File: config.mk
export PLATFORM = sky130hd
export DESIGN_NAME = blfs_top
export DESIGN_NICKNAME = d
export VERILOG_FILES = /design/src/blfs_pkg.sv /design/src/blfs_ocp_timer.sv /design/src/blfs_sync.sv /design/src/blfs_top.sv
export SDC_FILE = /design/constraint.sdc
export NUM_CORES = 1
export LEC_CHECK = 0
export BUFFER_PORTS_ARGS = -buffer_cell sky130_fd_sc_hd__buf_2
export CORE_MARGIN = 2
export CORE_UTILIZATION = 40
export CTS_CLUSTER_DIAMETER = 30
export DETAILED_ROUTE_END_ITERATION = 8
export GPL_TIMING_DRIVEN = 0
export PLACE_DENSITY = 0.63
export SLEW_MARGIN = 20
export SYNTH_ARGS = -nofsm -noshare
export SYNTH_HDL_FRONTEND = slang
export SYNTH_SLANG_ARGS = --single-unit
File: constraint.sdc
create_clock -name hclk -period 2.8 [get_ports hclk]
set_clock_uncertainty 0.2 [all_clocks]
set_input_delay 0.14 -clock hclk [delete_from_list [all_inputs] [get_ports hclk]]
set_output_delay 0.14 -clock hclk [all_outputs]
set_load 0.05 [all_outputs]
File: src/blfs_pkg.sv
// package: register map, fields, timing and carrier types for backlight fault block
// Function
// [RQ1] open led string sets bit 7 and pulls fault pin low
// [RQ2] shorted led string sets bit 6 and pulls fault pin low
// [RQ3] bit 5 set when two or more channels report a fault
// [RQ4] bit 4 set when exactly one channel reports a fault
// [RQ5] bit 3 is the or of all led fault conditions
// [RQ6] fault flags clear on read of offset 02h or enable low
// [RQ7] fault pin held low while any fault flag is set
// [RQ8] boost low over 50 ms sets bit 2 and disables boost
// [RQ9] boost restarts automatically once over-current flag is cleared
// [RQ10] at 150C set bit 1, outputs off until 130C reached
// [RQ11] under-voltage sets bit 0, outputs off until input above threshold
// [RQ12] force bit 0 gives pwm dimming, 1 gives full duty
// [RQ13] id register read-only: panel bit 7, maker 6:3, revision 2:0
// [RQ14] upper temperature read latches lower bits; upper read before lower
package blfs_pkg;
  // register indices as printed; byte address is four times the index
  localparam logic [7:0] IDX_FAULT = 8'h02;
  localparam logic [7:0] IDX_ID    = 8'h03;
  localparam logic [7:0] IDX_FORCE = 8'h04;
  localparam logic [7:0] IDX_TEMPH = 8'h05;
  localparam logic [7:0] IDX_TEMPL = 8'h06;
  // fault register bit positions
  localparam int B_OPEN  = 7;
  localparam int B_SHORT = 6;
  localparam int B_MULTI = 5;
  localparam int B_ONE   = 4;
  localparam int B_ANY   = 3;
  localparam int B_OCP   = 2;
  localparam int B_TSD   = 1;
  localparam int B_INPUT_UNDERVOLTAGE_FLAG  = 0;
  // reset values
  localparam logic [7:0] FAULT_RST = 8'h00;
  localparam logic [7:0] FORCE_RST = 8'h00;
  localparam logic [7:0] TEMPH_RST = 8'h00;
  localparam logic [2:0] TEMPL_RST = 3'h0;
  // temperature thresholds in degrees, integer part of the 11-bit reading >> 3
  localparam logic [7:0] TSD_SET_C   = 8'h96; // 150
  localparam logic [7:0] TSD_CLEAR_C = 8'h82; // 130
  // timing
  localparam int CLK_HZ      = 100_000_000;
  localparam int OCP_TIME_MS = 50;
  localparam int OCP_CYCLES  = (CLK_HZ / 1000) * OCP_TIME_MS;
  localparam int NUM_CH      = 4;
  // led fault carrier from the analog detectors
  typedef struct packed {
    logic [NUM_CH-1:0] open_ch;
    logic [NUM_CH-1:0] short_ch;
  } blfs_led_fault_s;
  // protection inputs carrier
  typedef struct packed {
    logic boost_low;
    logic undervolt;
  } blfs_prot_s;
endpackage : blfs_pkg

File: src/blfs_ocp_timer.sv
// timer: boost output held low longer than the limit
`timescale 1ns/1ps
`default_nettype none
module blfs_ocp_timer #(
  parameter int LIMIT = 5_000_000
) (
  input  wire logic hclk,
  input  wire logic hresetn,
  input  wire logic low,
  output logic      expired
);
  logic [31:0] cnt_r;
  logic [31:0] cnt_nxt;
  // count while low, restart on any recovery
  always_comb begin
    cnt_nxt = cnt_r;
    if (!low) begin
      cnt_nxt = 32'h0;
    end else if (cnt_r <= LIMIT[31:0]) begin
      cnt_nxt = cnt_r + 32'h1;
    end
  end
  always_ff @(posedge hclk or negedge hresetn) begin
    if (!hresetn) begin
      cnt_r <= 32'h0;
    end else begin
      cnt_r <= cnt_nxt;
    end
  end
  // more than the limit, not equal to it
  assign expired = (cnt_r > LIMIT[31:0]);
endmodule : blfs_ocp_timer
`default_nettype wire

File: src/blfs_sync.sv
// two-flop synchroniser for a vector of pin levels
`timescale 1ns/1ps
`default_nettype none
module blfs_sync #(
  parameter int W = 1
) (
  input  wire logic         hclk,
  input  wire logic         hresetn,
  input  wire logic [W-1:0] d,
  output logic      [W-1:0] q
);
  logic [W-1:0] meta_r;
  logic [W-1:0] q_r;
  // first stage feeds only the second stage
  always_ff @(posedge hclk or negedge hresetn) begin
    if (!hresetn) begin
      meta_r <= '0;
      q_r    <= '0;
    end else begin
      meta_r <= d;
      q_r    <= meta_r;
    end
  end
  assign q = q_r;
endmodule : blfs_sync
`default_nettype wire

File: src/blfs_top.sv
// backlight fault status registers with ahb-lite slave
//
// Chosen here: the AHB-Lite interface to the registers.
`timescale 1ns/1ps
`default_nettype none
module blfs_top #(
  parameter int         OCP_LIMIT = blfs_pkg::OCP_CYCLES,
  parameter logic       PANEL_ID  = 1'h1, // arbitrary
  parameter logic [3:0] MAKER_ID  = 4'hA, // arbitrary
  parameter logic [2:0] REV_ID    = 3'h1  // arbitrary
) (
  input  wire logic                     hclk,
  input  wire logic                     hresetn,
  input  wire logic                     hsel,
  input  wire logic [31:0]              haddr,
  input  wire logic [1:0]               htrans,
  input  wire logic                     hwrite,
  input  wire logic [2:0]               hsize,
  input  wire logic [31:0]              hwdata,
  input  wire logic                     hready,
  output logic      [31:0]              hrdata,
  output logic                          hreadyout,
  output logic                          hresp,
  input  wire blfs_pkg::blfs_led_fault_s led_fault,
  input  wire blfs_pkg::blfs_prot_s      prot,
  input  wire logic                     chip_enable,
  input  wire logic [10:0]              temp_reading,
  input  wire logic [3:0]               pwm_dim,
  output logic                          fault_n_out,
  output logic                          fault_n_oe,
  output logic                          boost_enable,
  output logic      [3:0]               led_drive
);
  localparam int NCH = blfs_pkg::NUM_CH;

  // pins from the analog side are asynchronous
  logic [2*NCH+3:0] raw_in;
  logic [2*NCH+3:0] syn_in;
  assign raw_in = {led_fault.open_ch, led_fault.short_ch, prot.boost_low,
                   prot.undervolt, chip_enable, 1'b0};
  blfs_sync #(.W(2*NCH+4)) u_sync (
    .hclk    (hclk),
    .hresetn (hresetn),
    .d       (raw_in),
    .q       (syn_in)
  );
  logic [NCH-1:0] open_s;
  logic [NCH-1:0] short_s;
  logic           boost_low_s;
  logic           uv_s;
  logic           en_s;
  assign open_s      = syn_in[2*NCH+3:NCH+4];
  assign short_s     = syn_in[NCH+3:4];
  assign boost_low_s = syn_in[3];
  assign uv_s        = syn_in[2];
  assign en_s        = syn_in[1];

  // temperature sampled via two flops per bit, then the agreement filter below
  logic [10:0] temp_s;
  blfs_sync #(.W(11)) u_tsync (
    .hclk    (hclk),
    .hresetn (hresetn),
    .d       (temp_reading),
    .q       (temp_s)
  );

  // bits of one word can land in different cycles; take it only once two samples agree
  logic [10:0] temp_prev_r;
  logic [10:0] temp_ok_r;
  logic [10:0] temp_ok_nxt;
  always_comb begin
    temp_ok_nxt = (temp_s == temp_prev_r) ? temp_s : temp_ok_r;
  end
  always_ff @(posedge hclk or negedge hresetn) begin
    if (!hresetn) begin
      temp_prev_r <= 11'h000;
      temp_ok_r   <= 11'h000;
    end else begin
      temp_prev_r <= temp_s;
      temp_ok_r   <= temp_ok_nxt;
    end
  end

  logic ocp_expired;
  blfs_ocp_timer #(.LIMIT(OCP_LIMIT)) u_ocp (
    .hclk    (hclk),
    .hresetn (hresetn),
    .low     (boost_low_s & boost_enable),
    .expired (ocp_expired)
  );

  // count of channels with any fault
  function automatic logic [2:0] blfs_count(input logic [NCH-1:0] v);
    logic [2:0] c;
    c = 3'h0;
    for (int i = 0; i < NCH; i++) begin
      c = c + {2'h0, v[i]};
    end
    return c;
  endfunction : blfs_count

  // ahb address phase capture
  logic       dp_act_r;
  logic       dp_act_nxt;
  logic       dp_wr_r;
  logic       dp_wr_nxt;
  logic [7:0] dp_idx_r;
  logic [7:0] dp_idx_nxt;
  logic       dp_ok_r;
  logic       dp_ok_nxt;
  logic       ap_valid;
  assign ap_valid = hsel & hready & htrans[1];
  always_comb begin
    dp_act_nxt = ap_valid;
    dp_wr_nxt  = ap_valid & hwrite;
    dp_idx_nxt = haddr[9:2];
    dp_ok_nxt  = (haddr[31:10] == 22'h0) && (haddr[1:0] == 2'h0);
  end
  always_ff @(posedge hclk or negedge hresetn) begin
    if (!hresetn) begin
      dp_act_r <= 1'b0;
      dp_wr_r  <= 1'b0;
      dp_idx_r <= 8'h00;
      dp_ok_r  <= 1'b0;
    end else begin
      dp_act_r <= dp_act_nxt;
      dp_wr_r  <= dp_wr_nxt;
      dp_idx_r <= dp_idx_nxt;
      dp_ok_r  <= dp_ok_nxt;
    end
  end

  logic rd_fault;
  logic rd_temph;
  logic wr_force;
  assign rd_fault = dp_act_r & ~dp_wr_r & dp_ok_r & (dp_idx_r == blfs_pkg::IDX_FAULT);
  // latched on the address phase so both bytes come from the sample that is returned
  assign rd_temph = ap_valid & ~hwrite & dp_ok_nxt & (dp_idx_nxt == blfs_pkg::IDX_TEMPH);
  assign wr_force = dp_act_r & dp_wr_r & dp_ok_r & (dp_idx_r == blfs_pkg::IDX_FORCE);

  // fault, protection and register state
  logic [7:0] fault_r;
  logic [7:0] fault_nxt;
  logic [7:0] force_r;
  logic [7:0] force_nxt;
  logic [7:0] temph_r;
  logic [7:0] temph_nxt;
  logic [2:0] templ_r;
  logic [2:0] templ_nxt;
  logic       hot_r;
  logic       hot_nxt;
  logic       uv_hold_r;
  logic       uv_hold_nxt;
  logic [NCH-1:0] ch_fault;
  logic [7:0] fault_set;
  logic       clr;
  always_comb begin
    ch_fault  = open_s | short_s;
    fault_set = 8'h00;
    // [RQ1] open string flag
    fault_set[blfs_pkg::B_OPEN]  = |open_s;
    // [RQ2] short string flag
    fault_set[blfs_pkg::B_SHORT] = |short_s;
    // [RQ3] two or more
    fault_set[blfs_pkg::B_MULTI] = (blfs_count(ch_fault) >= 3'h2);
    // [RQ4] exactly one channel
    fault_set[blfs_pkg::B_ONE]   = (blfs_count(ch_fault) == 3'h1);
    // [RQ5] or of led faults
    fault_set[blfs_pkg::B_ANY]   = |ch_fault;
    // [RQ8] over-current after timeout
    fault_set[blfs_pkg::B_OCP]   = ocp_expired;
    // [RQ10] thermal trip point
    fault_set[blfs_pkg::B_TSD]   = (temp_ok_nxt[10:3] >= blfs_pkg::TSD_SET_C);
    // [RQ11] input under-voltage
    fault_set[blfs_pkg::B_INPUT_UNDERVOLTAGE_FLAG]  = uv_s;
    // [RQ6] read or enable low clears; a same-cycle event wins
    clr       = rd_fault | ~en_s;
    fault_nxt = (clr ? 8'h00 : fault_r) | fault_set;
    // [RQ10] hold off until cooled to 130
    hot_nxt = hot_r;
    if (fault_set[blfs_pkg::B_TSD]) begin
      hot_nxt = 1'b1;
    end else if (temp_ok_nxt[10:3] <= blfs_pkg::TSD_CLEAR_C) begin
      hot_nxt = 1'b0;
    end
    // [RQ11] hold off until input recovers
    uv_hold_nxt = uv_s;
    force_nxt = wr_force ? {4'h0, hwdata[3:0]} : force_r;
    // [RQ14] upper read latches lower bits
    temph_nxt = temp_ok_nxt[10:3];
    templ_nxt = rd_temph ? temp_ok_nxt[2:0] : templ_r;
  end
  always_ff @(posedge hclk or negedge hresetn) begin
    if (!hresetn) begin
      fault_r   <= blfs_pkg::FAULT_RST;
      force_r   <= blfs_pkg::FORCE_RST;
      temph_r   <= blfs_pkg::TEMPH_RST;
      templ_r   <= blfs_pkg::TEMPL_RST;
      hot_r     <= 1'b0;
      uv_hold_r <= 1'b0;
    end else begin
      fault_r   <= fault_nxt;
      force_r   <= force_nxt;
      temph_r   <= temph_nxt;
      templ_r   <= templ_nxt;
      hot_r     <= hot_nxt;
      uv_hold_r <= uv_hold_nxt;
    end
  end

  // read mux on the address phase so data stands through the data phase;
  // unmapped words read zero with okay
  logic [7:0] rd_byte;
  always_comb begin
    rd_byte = 8'h00;
    if (dp_ok_nxt) begin
      case (dp_idx_nxt)
        blfs_pkg::IDX_FAULT: rd_byte = fault_nxt;
        // [RQ13] fixed identity, writes ignored
        blfs_pkg::IDX_ID:    rd_byte = {PANEL_ID, MAKER_ID, REV_ID};
        blfs_pkg::IDX_FORCE: rd_byte = force_nxt;
        blfs_pkg::IDX_TEMPH: rd_byte = temph_nxt;
        blfs_pkg::IDX_TEMPL: rd_byte = {templ_r, 5'h00};
        default:             rd_byte = 8'h00;
      endcase
    end
  end

  // outputs registered; zero wait states so hreadyout stays high
  logic [31:0] hrdata_nxt;
  logic        fault_oe_nxt;
  logic        boost_nxt;
  logic [3:0]  led_nxt;
  logic        off;
  always_comb begin
    hrdata_nxt = (ap_valid & ~hwrite) ? {24'h0, rd_byte} : hrdata;
    // [RQ7] open drain pulled low while any flag set
    fault_oe_nxt = |fault_nxt;
    off = hot_nxt | uv_hold_nxt;
    // [RQ8] boost off while flagged; [RQ9] restart once cleared
    boost_nxt = ~off & ~fault_nxt[blfs_pkg::B_OCP] & en_s;
    // [RQ12] force bit selects full duty
    led_nxt = off ? 4'h0 : (force_nxt[3:0] | pwm_dim);
  end
  always_ff @(posedge hclk or negedge hresetn) begin
    if (!hresetn) begin
      hrdata       <= 32'h0;
      fault_n_oe   <= 1'b0;
      boost_enable <= 1'b0;
      led_drive    <= 4'h0;
    end else begin
      hrdata       <= hrdata_nxt;
      fault_n_oe   <= fault_oe_nxt;
      boost_enable <= boost_nxt;
      led_drive    <= led_nxt;
    end
  end
  always_ff @(posedge hclk or negedge hresetn) begin
    if (!hresetn) begin
      hreadyout   <= 1'b1;
      hresp       <= 1'b0;
      fault_n_out <= 1'b0;
    end else begin
      hreadyout   <= 1'b1;
      hresp       <= 1'b0;
      fault_n_out <= 1'b0;
    end
  end
endmodule : blfs_top
`default_nettype wire
======== Word-level counts from Yosys, hierarchy flattened ========
Cells that the tools add are included.
cells by class
  $add $sub $neg .......................... 4
  magnitude comparators ................... 5
  equality and inequality tests ........... 10
  mux-type cells .......................... 10
  bitwise gates (word level) .............. 25
  reduce and logical (&&, ||, !) cells .... 7
operators by type and width
  kind                     number
  $mux W32                 2
  $pmux W8 S5              1
  $add A32 B1 Y32 const B  1
  $eq A8 B3 Y1 const B     4
  $gt A32 B23 Y1 const B   1
  $le A32 B23 Y1 const B   1
  $eq A8 B2 Y1 const B     3
  $mux W8                  3
  $logic_not A22 Y1        1
  $and A1 B1 Y1            15
  $reduce_or A4 Y1         3
  $eq A11 B11 Y1           1
  $mux W11                 1
  $ge A8 B8 Y1 const B     1
  $le A8 B8 Y1 const B     1
  $or A4 B4 Y4             2
  $or A8 B8 Y8             1
  $reduce_or A8 Y1         1
  $not A1 Y1               5
  $mux W4                  1
  $add A2 B1 Y3            1
  $add A3 B1 Y3            1
  $eq A3 B1 Y1 const B     1
  $ge A3 B2 Y1 const B     1
  6 further kinds          8
word-level totals
  register bits ........................... 143
  bits of input ports ..................... 100
  output and inout port bits .............. 41

======== Logic depth before layout (Yosys ltp) ========
  depth after elaboration ................. 10
  mapped depth ............................ 9

======== Cells and area by module ========
Synthesis repeated with hierarchy kept, for this count alone.
second synthesis, totals
  cells, all modules ...................... 523
  area total of the unflattened synthesis .. 6,274.8 sq um
modules (own cells, without submodules)
  module               instances  cells each  area each (sq um)
  blfs_top             1          281         3,195.6
  blfs_ocp_timer       1          196         1,928.1
  blfs_sync (u_sync)   1          24          600.6
  blfs_sync (u_tsync)  1          22          550.5

======== Worst setup path before layout ========
Ideal clock, no wire load.
  path kind ............................... flip-flop to flip-flop
  start ................................... register u_sync.q_r[8], in the netlist u_sync.q[8]
  end ..................................... register hrdata[4]
  arrival ................................. 2.257 ns
  slack ................................... 0.254 ns
  stages on the path, launching flop included .. 10
  buffers on the path ..................... 0
  cell sequence ........................... dfrtp_1 > or2_2 > fa_1 > ha_1 > ha_1 > nor2_1 > a22o_1 > o21ai_0 > a22o_1 > a41oi_1
on the way
  longest elaborated chain between the ends .. 8
ends and longest elaborated chain
  item                      line             RTL
  start: declaration        blfs_sync.sv:13  logic [W-1:0] q_r;
  start signal: assignment  blfs_sync.sv:21  q_r <= meta_r;
  $or A4 B4 Y4              blfs_top.sv:158  ch_fault = open_s | short_s;
  $add A1 B1 Y2             blfs_top.sv:97   c = c + {2'h0, v[i]};
  $add A2 B1 Y3             blfs_top.sv:97
  $add A3 B1 Y3             blfs_top.sv:97
  $eq A3 B1 Y1              blfs_top.sv:167  fault_set[blfs_pkg::B_ONE] = (blfs_count(ch_fault) == 3'h1);
  $or A8 B8 Y8              blfs_top.sv:178  fault_nxt = (clr ? 8'h00 : fault_r) | fault_set;
  named net fault_nxt[4]    blfs_top.sv:143  logic [7:0] fault_nxt;
  $pmux W8 S5               blfs_top.sv:217  case (dp_idx_nxt)
  $mux W8                   blfs_top.sv:216  if (dp_ok_nxt) begin
  end signal: assignment    blfs_top.sv:252  hrdata <= hrdata_nxt;
  end: declaration          blfs_top.sv:21   output logic [31:0] hrdata,
The timed path passes the listed nets, and every way through them passes these cells.
A chain may end at the register's enable or synchronous reset.

======== Final worst setup path ========
  start ................................... register u_sync.q_r[11], in the netlist u_sync.q[11]
  end ..................................... register fault_n_oe
on the way
  longest elaborated chain between the ends .. 5
  elaborated cells between the ends (all ways) .. 8
  classes of those cells .................. add/sub: 1; order compare: 1; eq/ne: 1; bitwise: 2; reduce/logical: 3
ends and longest elaborated chain
  item                    line             RTL
  $or A4 B4 Y4            blfs_top.sv:158
  $add A3 B1 Y3           blfs_top.sv:97
  $eq A3 B1 Y1            blfs_top.sv:167
  $or A8 B8 Y8            blfs_top.sv:178
  named net fault_nxt[4]  blfs_top.sv:143
  $reduce_or A8 Y1        blfs_top.sv:238  fault_oe_nxt = |fault_nxt;
  named net fault_oe_nxt  blfs_top.sv:231  logic fault_oe_nxt;
  end signal: assignment  blfs_top.sv:253  fault_n_oe <= fault_oe_nxt;
  end: declaration        blfs_top.sv:30   output logic fault_n_oe,
The timed path passes the listed nets, and every way through them passes these cells.

==> metrics.md <==
| Metric | Value |
|---|---|
| Vias in the first global route | 4388 |
| Final period utilization | 95.9% |
| TritonCTS clock tree | built |
| Initial antenna violation count | 0 |
| Maximum VDD drop | 0.545 mV |
| FMAX | 0.372 GHz |
| Area leader, netlist | dfrtp_1 |
| Cells after Synth | 503 |
| Detailed-placement wirelength estimate | 8790 um |
| Starting density of the core | 40.8% |
| Root Buffer | clkbuf_16 |
| Flop-to-flop setup slack | 0.12 ns |
| Worst slew margin | 46.9% |
| Overflow after GRT | 0 |
| CP arrival | 2.78 ns |
| Core Box Area | 0.0145 sq mm |
| Insertion delay to the later sink of the worst-skew pair | 0.42 ns |
| R2R Path End | fault_n_oe |
| Avg Cell Area, Syn | 11.8 sq um |
| R2R depth | 9 |
| Initial DRC Count | 256 |
| Die Ht | 126 um |
| Crit path launch | u_sync.q[11] |
| Via count | 4420 |
| Utilization of the core after routing | 54.2% |
| Cts bufs inserted | 17 |
| Post-route ant nets | 0 |
| Class of the tightest hold or removal check | in2async |
| Commonest cells post-synth | dfrtp_1 (143), nand2_1 (41), nor2_1 (30), buf_4 (28), mux2_2 (19) |
| Leak | 3.66 nW |
| Worst path required time | 2.89 ns |
| Global-route wire length before repair | 21100 um |
| Area Overhead vs Synth | 32.8% |
| Main flop type after synthesis | dfrtp_1 |
| Count leader, synth | dfrtp_1 |
| Sequential Area | 0.00358 sq mm |
| CTS max path bufs | 2 |
| Crit Path Max Fanout | 3 |
| Final Non-Filler Cells | 878 |
| DR pass1 iterations | 4 |
| Distinct cell type count after synthesis | 59 |
| Sequential area share after synthesis | 60.4% |
| WL/cell | 14.4 um |
| Die X | 126 um |
| Tmin final | 2.68 ns |
| Diode count | 0 |
| Critical Path Sink Type | flip-flop |
| Layout cells sized above 1 | 26.7% |
| Worst Setup Start Kind | flip-flop |
| Async set-reset flop share out of synthesis | 100% |
| Fill count | 1254 |
| WL final | 12700 um |
| Outcome | completed |
| GPL Wtd Cong | 0.838 |
| # IOs | 141 |
| # H-tree levels | 4 |
| Top cells by area, synth | dfrtp_1 (60%), mux2_2 (3.6%), buf_4 (3.5%) |
| Die area | 0.0158 sq mm |
| Worst-path clk slew | 0.06 ns |
| Max Cap Viol | 0 |
| PwrDens | 614 mW/mm^2 |
| Setup violators final | 0 |
| Clock Sink Count | 143 |
| Start of the worst register-to-register path | u_sync.q[11] |
| #FFs+latches synth | 143 |
| Cell area after synthesis | 0.00593 sq mm |
| Placed cells | 794 |
| Share of the synthesized area in the top cell type | 60.4% |
| Final slew viol count | 0 |
| Port Buf Inserts | 81 |
| Row count | 44 |
| DR DRC count | 0 |
| RSZ-0062 raised after global routing | no |
| CP Class | reg2reg |
| Least-Margin Pin Slew | 0.794 ns |
| Final Hold Fails | 0 |
| Footprint of the multi-input gates | 0.00221 sq mm |
| Via/cell ratio | 5.03 |
| Largest net degree at the start of global routing | 107 |
| Gr usage total | 16.9% |
| Synthesis Warnings | 0 |
| Number of flops mapped to enable cells by yosys | 0 |
| # nets final | 788 |
cells in the final DEF, fill, tap and decap left out, types with 6 or more instances in the layout:
cell           instances
nand4_1               10
nor3_1                17
buf_2                 82
and2_1                 7
mux2_2                19
a21oi_1               17
inv_1                  9
clkbuf_16             17
nor2_1                29
xnor2_1               13
xor2_1                11
dlygate4sd3_1         49
dfrtp_1              143
conb_1                27
buf_4                 30
inv_6                  6
nand3_1               16
o21ai_0                9
nand2_1               41
clkbuf_1              10
nor4_1                13
and3_1                18
cells by family after synthesis:
logic type / after synthesis / share of synthesized area [%]
compound gates: 69 / 8.17
xor+xnor: 24 / 3.55
fa+ha+maj: 7 / 1.60
buf+inv: 48 / 4.85
flops: 143 / 60.4
mux: 21 / 3.95
other cells: 2 / 0.127
simple gates: 189 / 17.4
worst max-delay path by stage:
| stage | to | slack (ns) |
|---|---|---|
| CTS | u_ocp.cnt_r[10] | 0.006 |
| global route | hrdata[4] | 0.005 |
| detailed placement | u_ocp.cnt_r[10] | 0.003 |
| finish | fault_n_oe | 0.12 |
| floorplan | hrdata[4] | 0.25 |
| global placement | u_sync.meta_r[5] | -0.52 |
metal layers:
metal  wire, um  up-vias  global-route usage (%)  part of all wire [%]
met5          0        -                       0                     0
met2       6050      140                    27.0                    48
met1       5730     2159                    22.2                    45
li1           -     2107                       -                     -
met3        713       14                    5.31                   5.6
met4        189        0                    5.24                   1.5
final cells by class:
| type | count | area share (%) |
|---|---|---|
| Clock inverter | 12 | 1.86 |
| Sequential cell | 143 | 45.4 |
| Buffer | 39 | 3.23 |
| Inverter | 9 | 0.429 |
| Clock buffer | 20 | 5.80 |
| Tap cell | 184 | 2.92 |
| Multi-Input combinational cell | 337 | 28.0 |
| Timing Repair Buffer | 134 | 12.3 |
power by group:
part | internal [mW] | switching, mW | total (mW)
Sequential | 2.13 | 0.0334 | 2.17
Combinational | 0.161 | 0.229 | 0.390
Clock | 1.38 | 0.903 | 2.28
Total | 3.67 | 1.17 | 4.84
worst max-delay path, stage by stage, from the launching register on:
cell and delay [ns]:
dfrtp_1 0.39, or2_2 0.32, fa_1 0.46, ha_2 0.19, ha_1 0.26, nor2_1 0.04
a22o_1 0.24, buf_4 0.15, nor4_2 0.19, nand4_1 0.11
state kept, by name, indices dropped and copies added (netlist names), 3 cells and up:
signal,flops
u_sync.q,11
u_tsync.q,11
templ_r,3
u_ocp.cnt_r,32
hrdata,8
u_tsync.meta_r,11
fault_r,8
u_sync.meta_r,11
led_drive,4
temp_prev_r,11
temp_ok_r,11
dp_idx_r,8
force_r,8
what timing repair did:
action / 4_1_cts / 5_1_grt
hold buffers: 50 / 0
endpoints found under the setup margin: 0 / 30
resized for setup: 0 / 10
setup buffers: 0 / 2
hold endpoints to repair: 190 / 0
stage by stage:
stage	area (sq um)	hold WS [ns]	setup TNS, ns	worst slack [ns]	power (mW)
3_5_place_dp	6700	-0.160	0	0.00254	2.53
5_1_grt	7880	0.0814	0	0.00521	5.04
4_1_cts	7810	0.0601	0	0.00621	4.87
2_1_floorplan	6020	-0.356	0	0.254	2.40
3_3_place_gp	6660	0.0480	-72.52	-0.523	2.52
6_report	7880	0.0654	0	0.115	4.84
(Power assumes the default switching activity.)
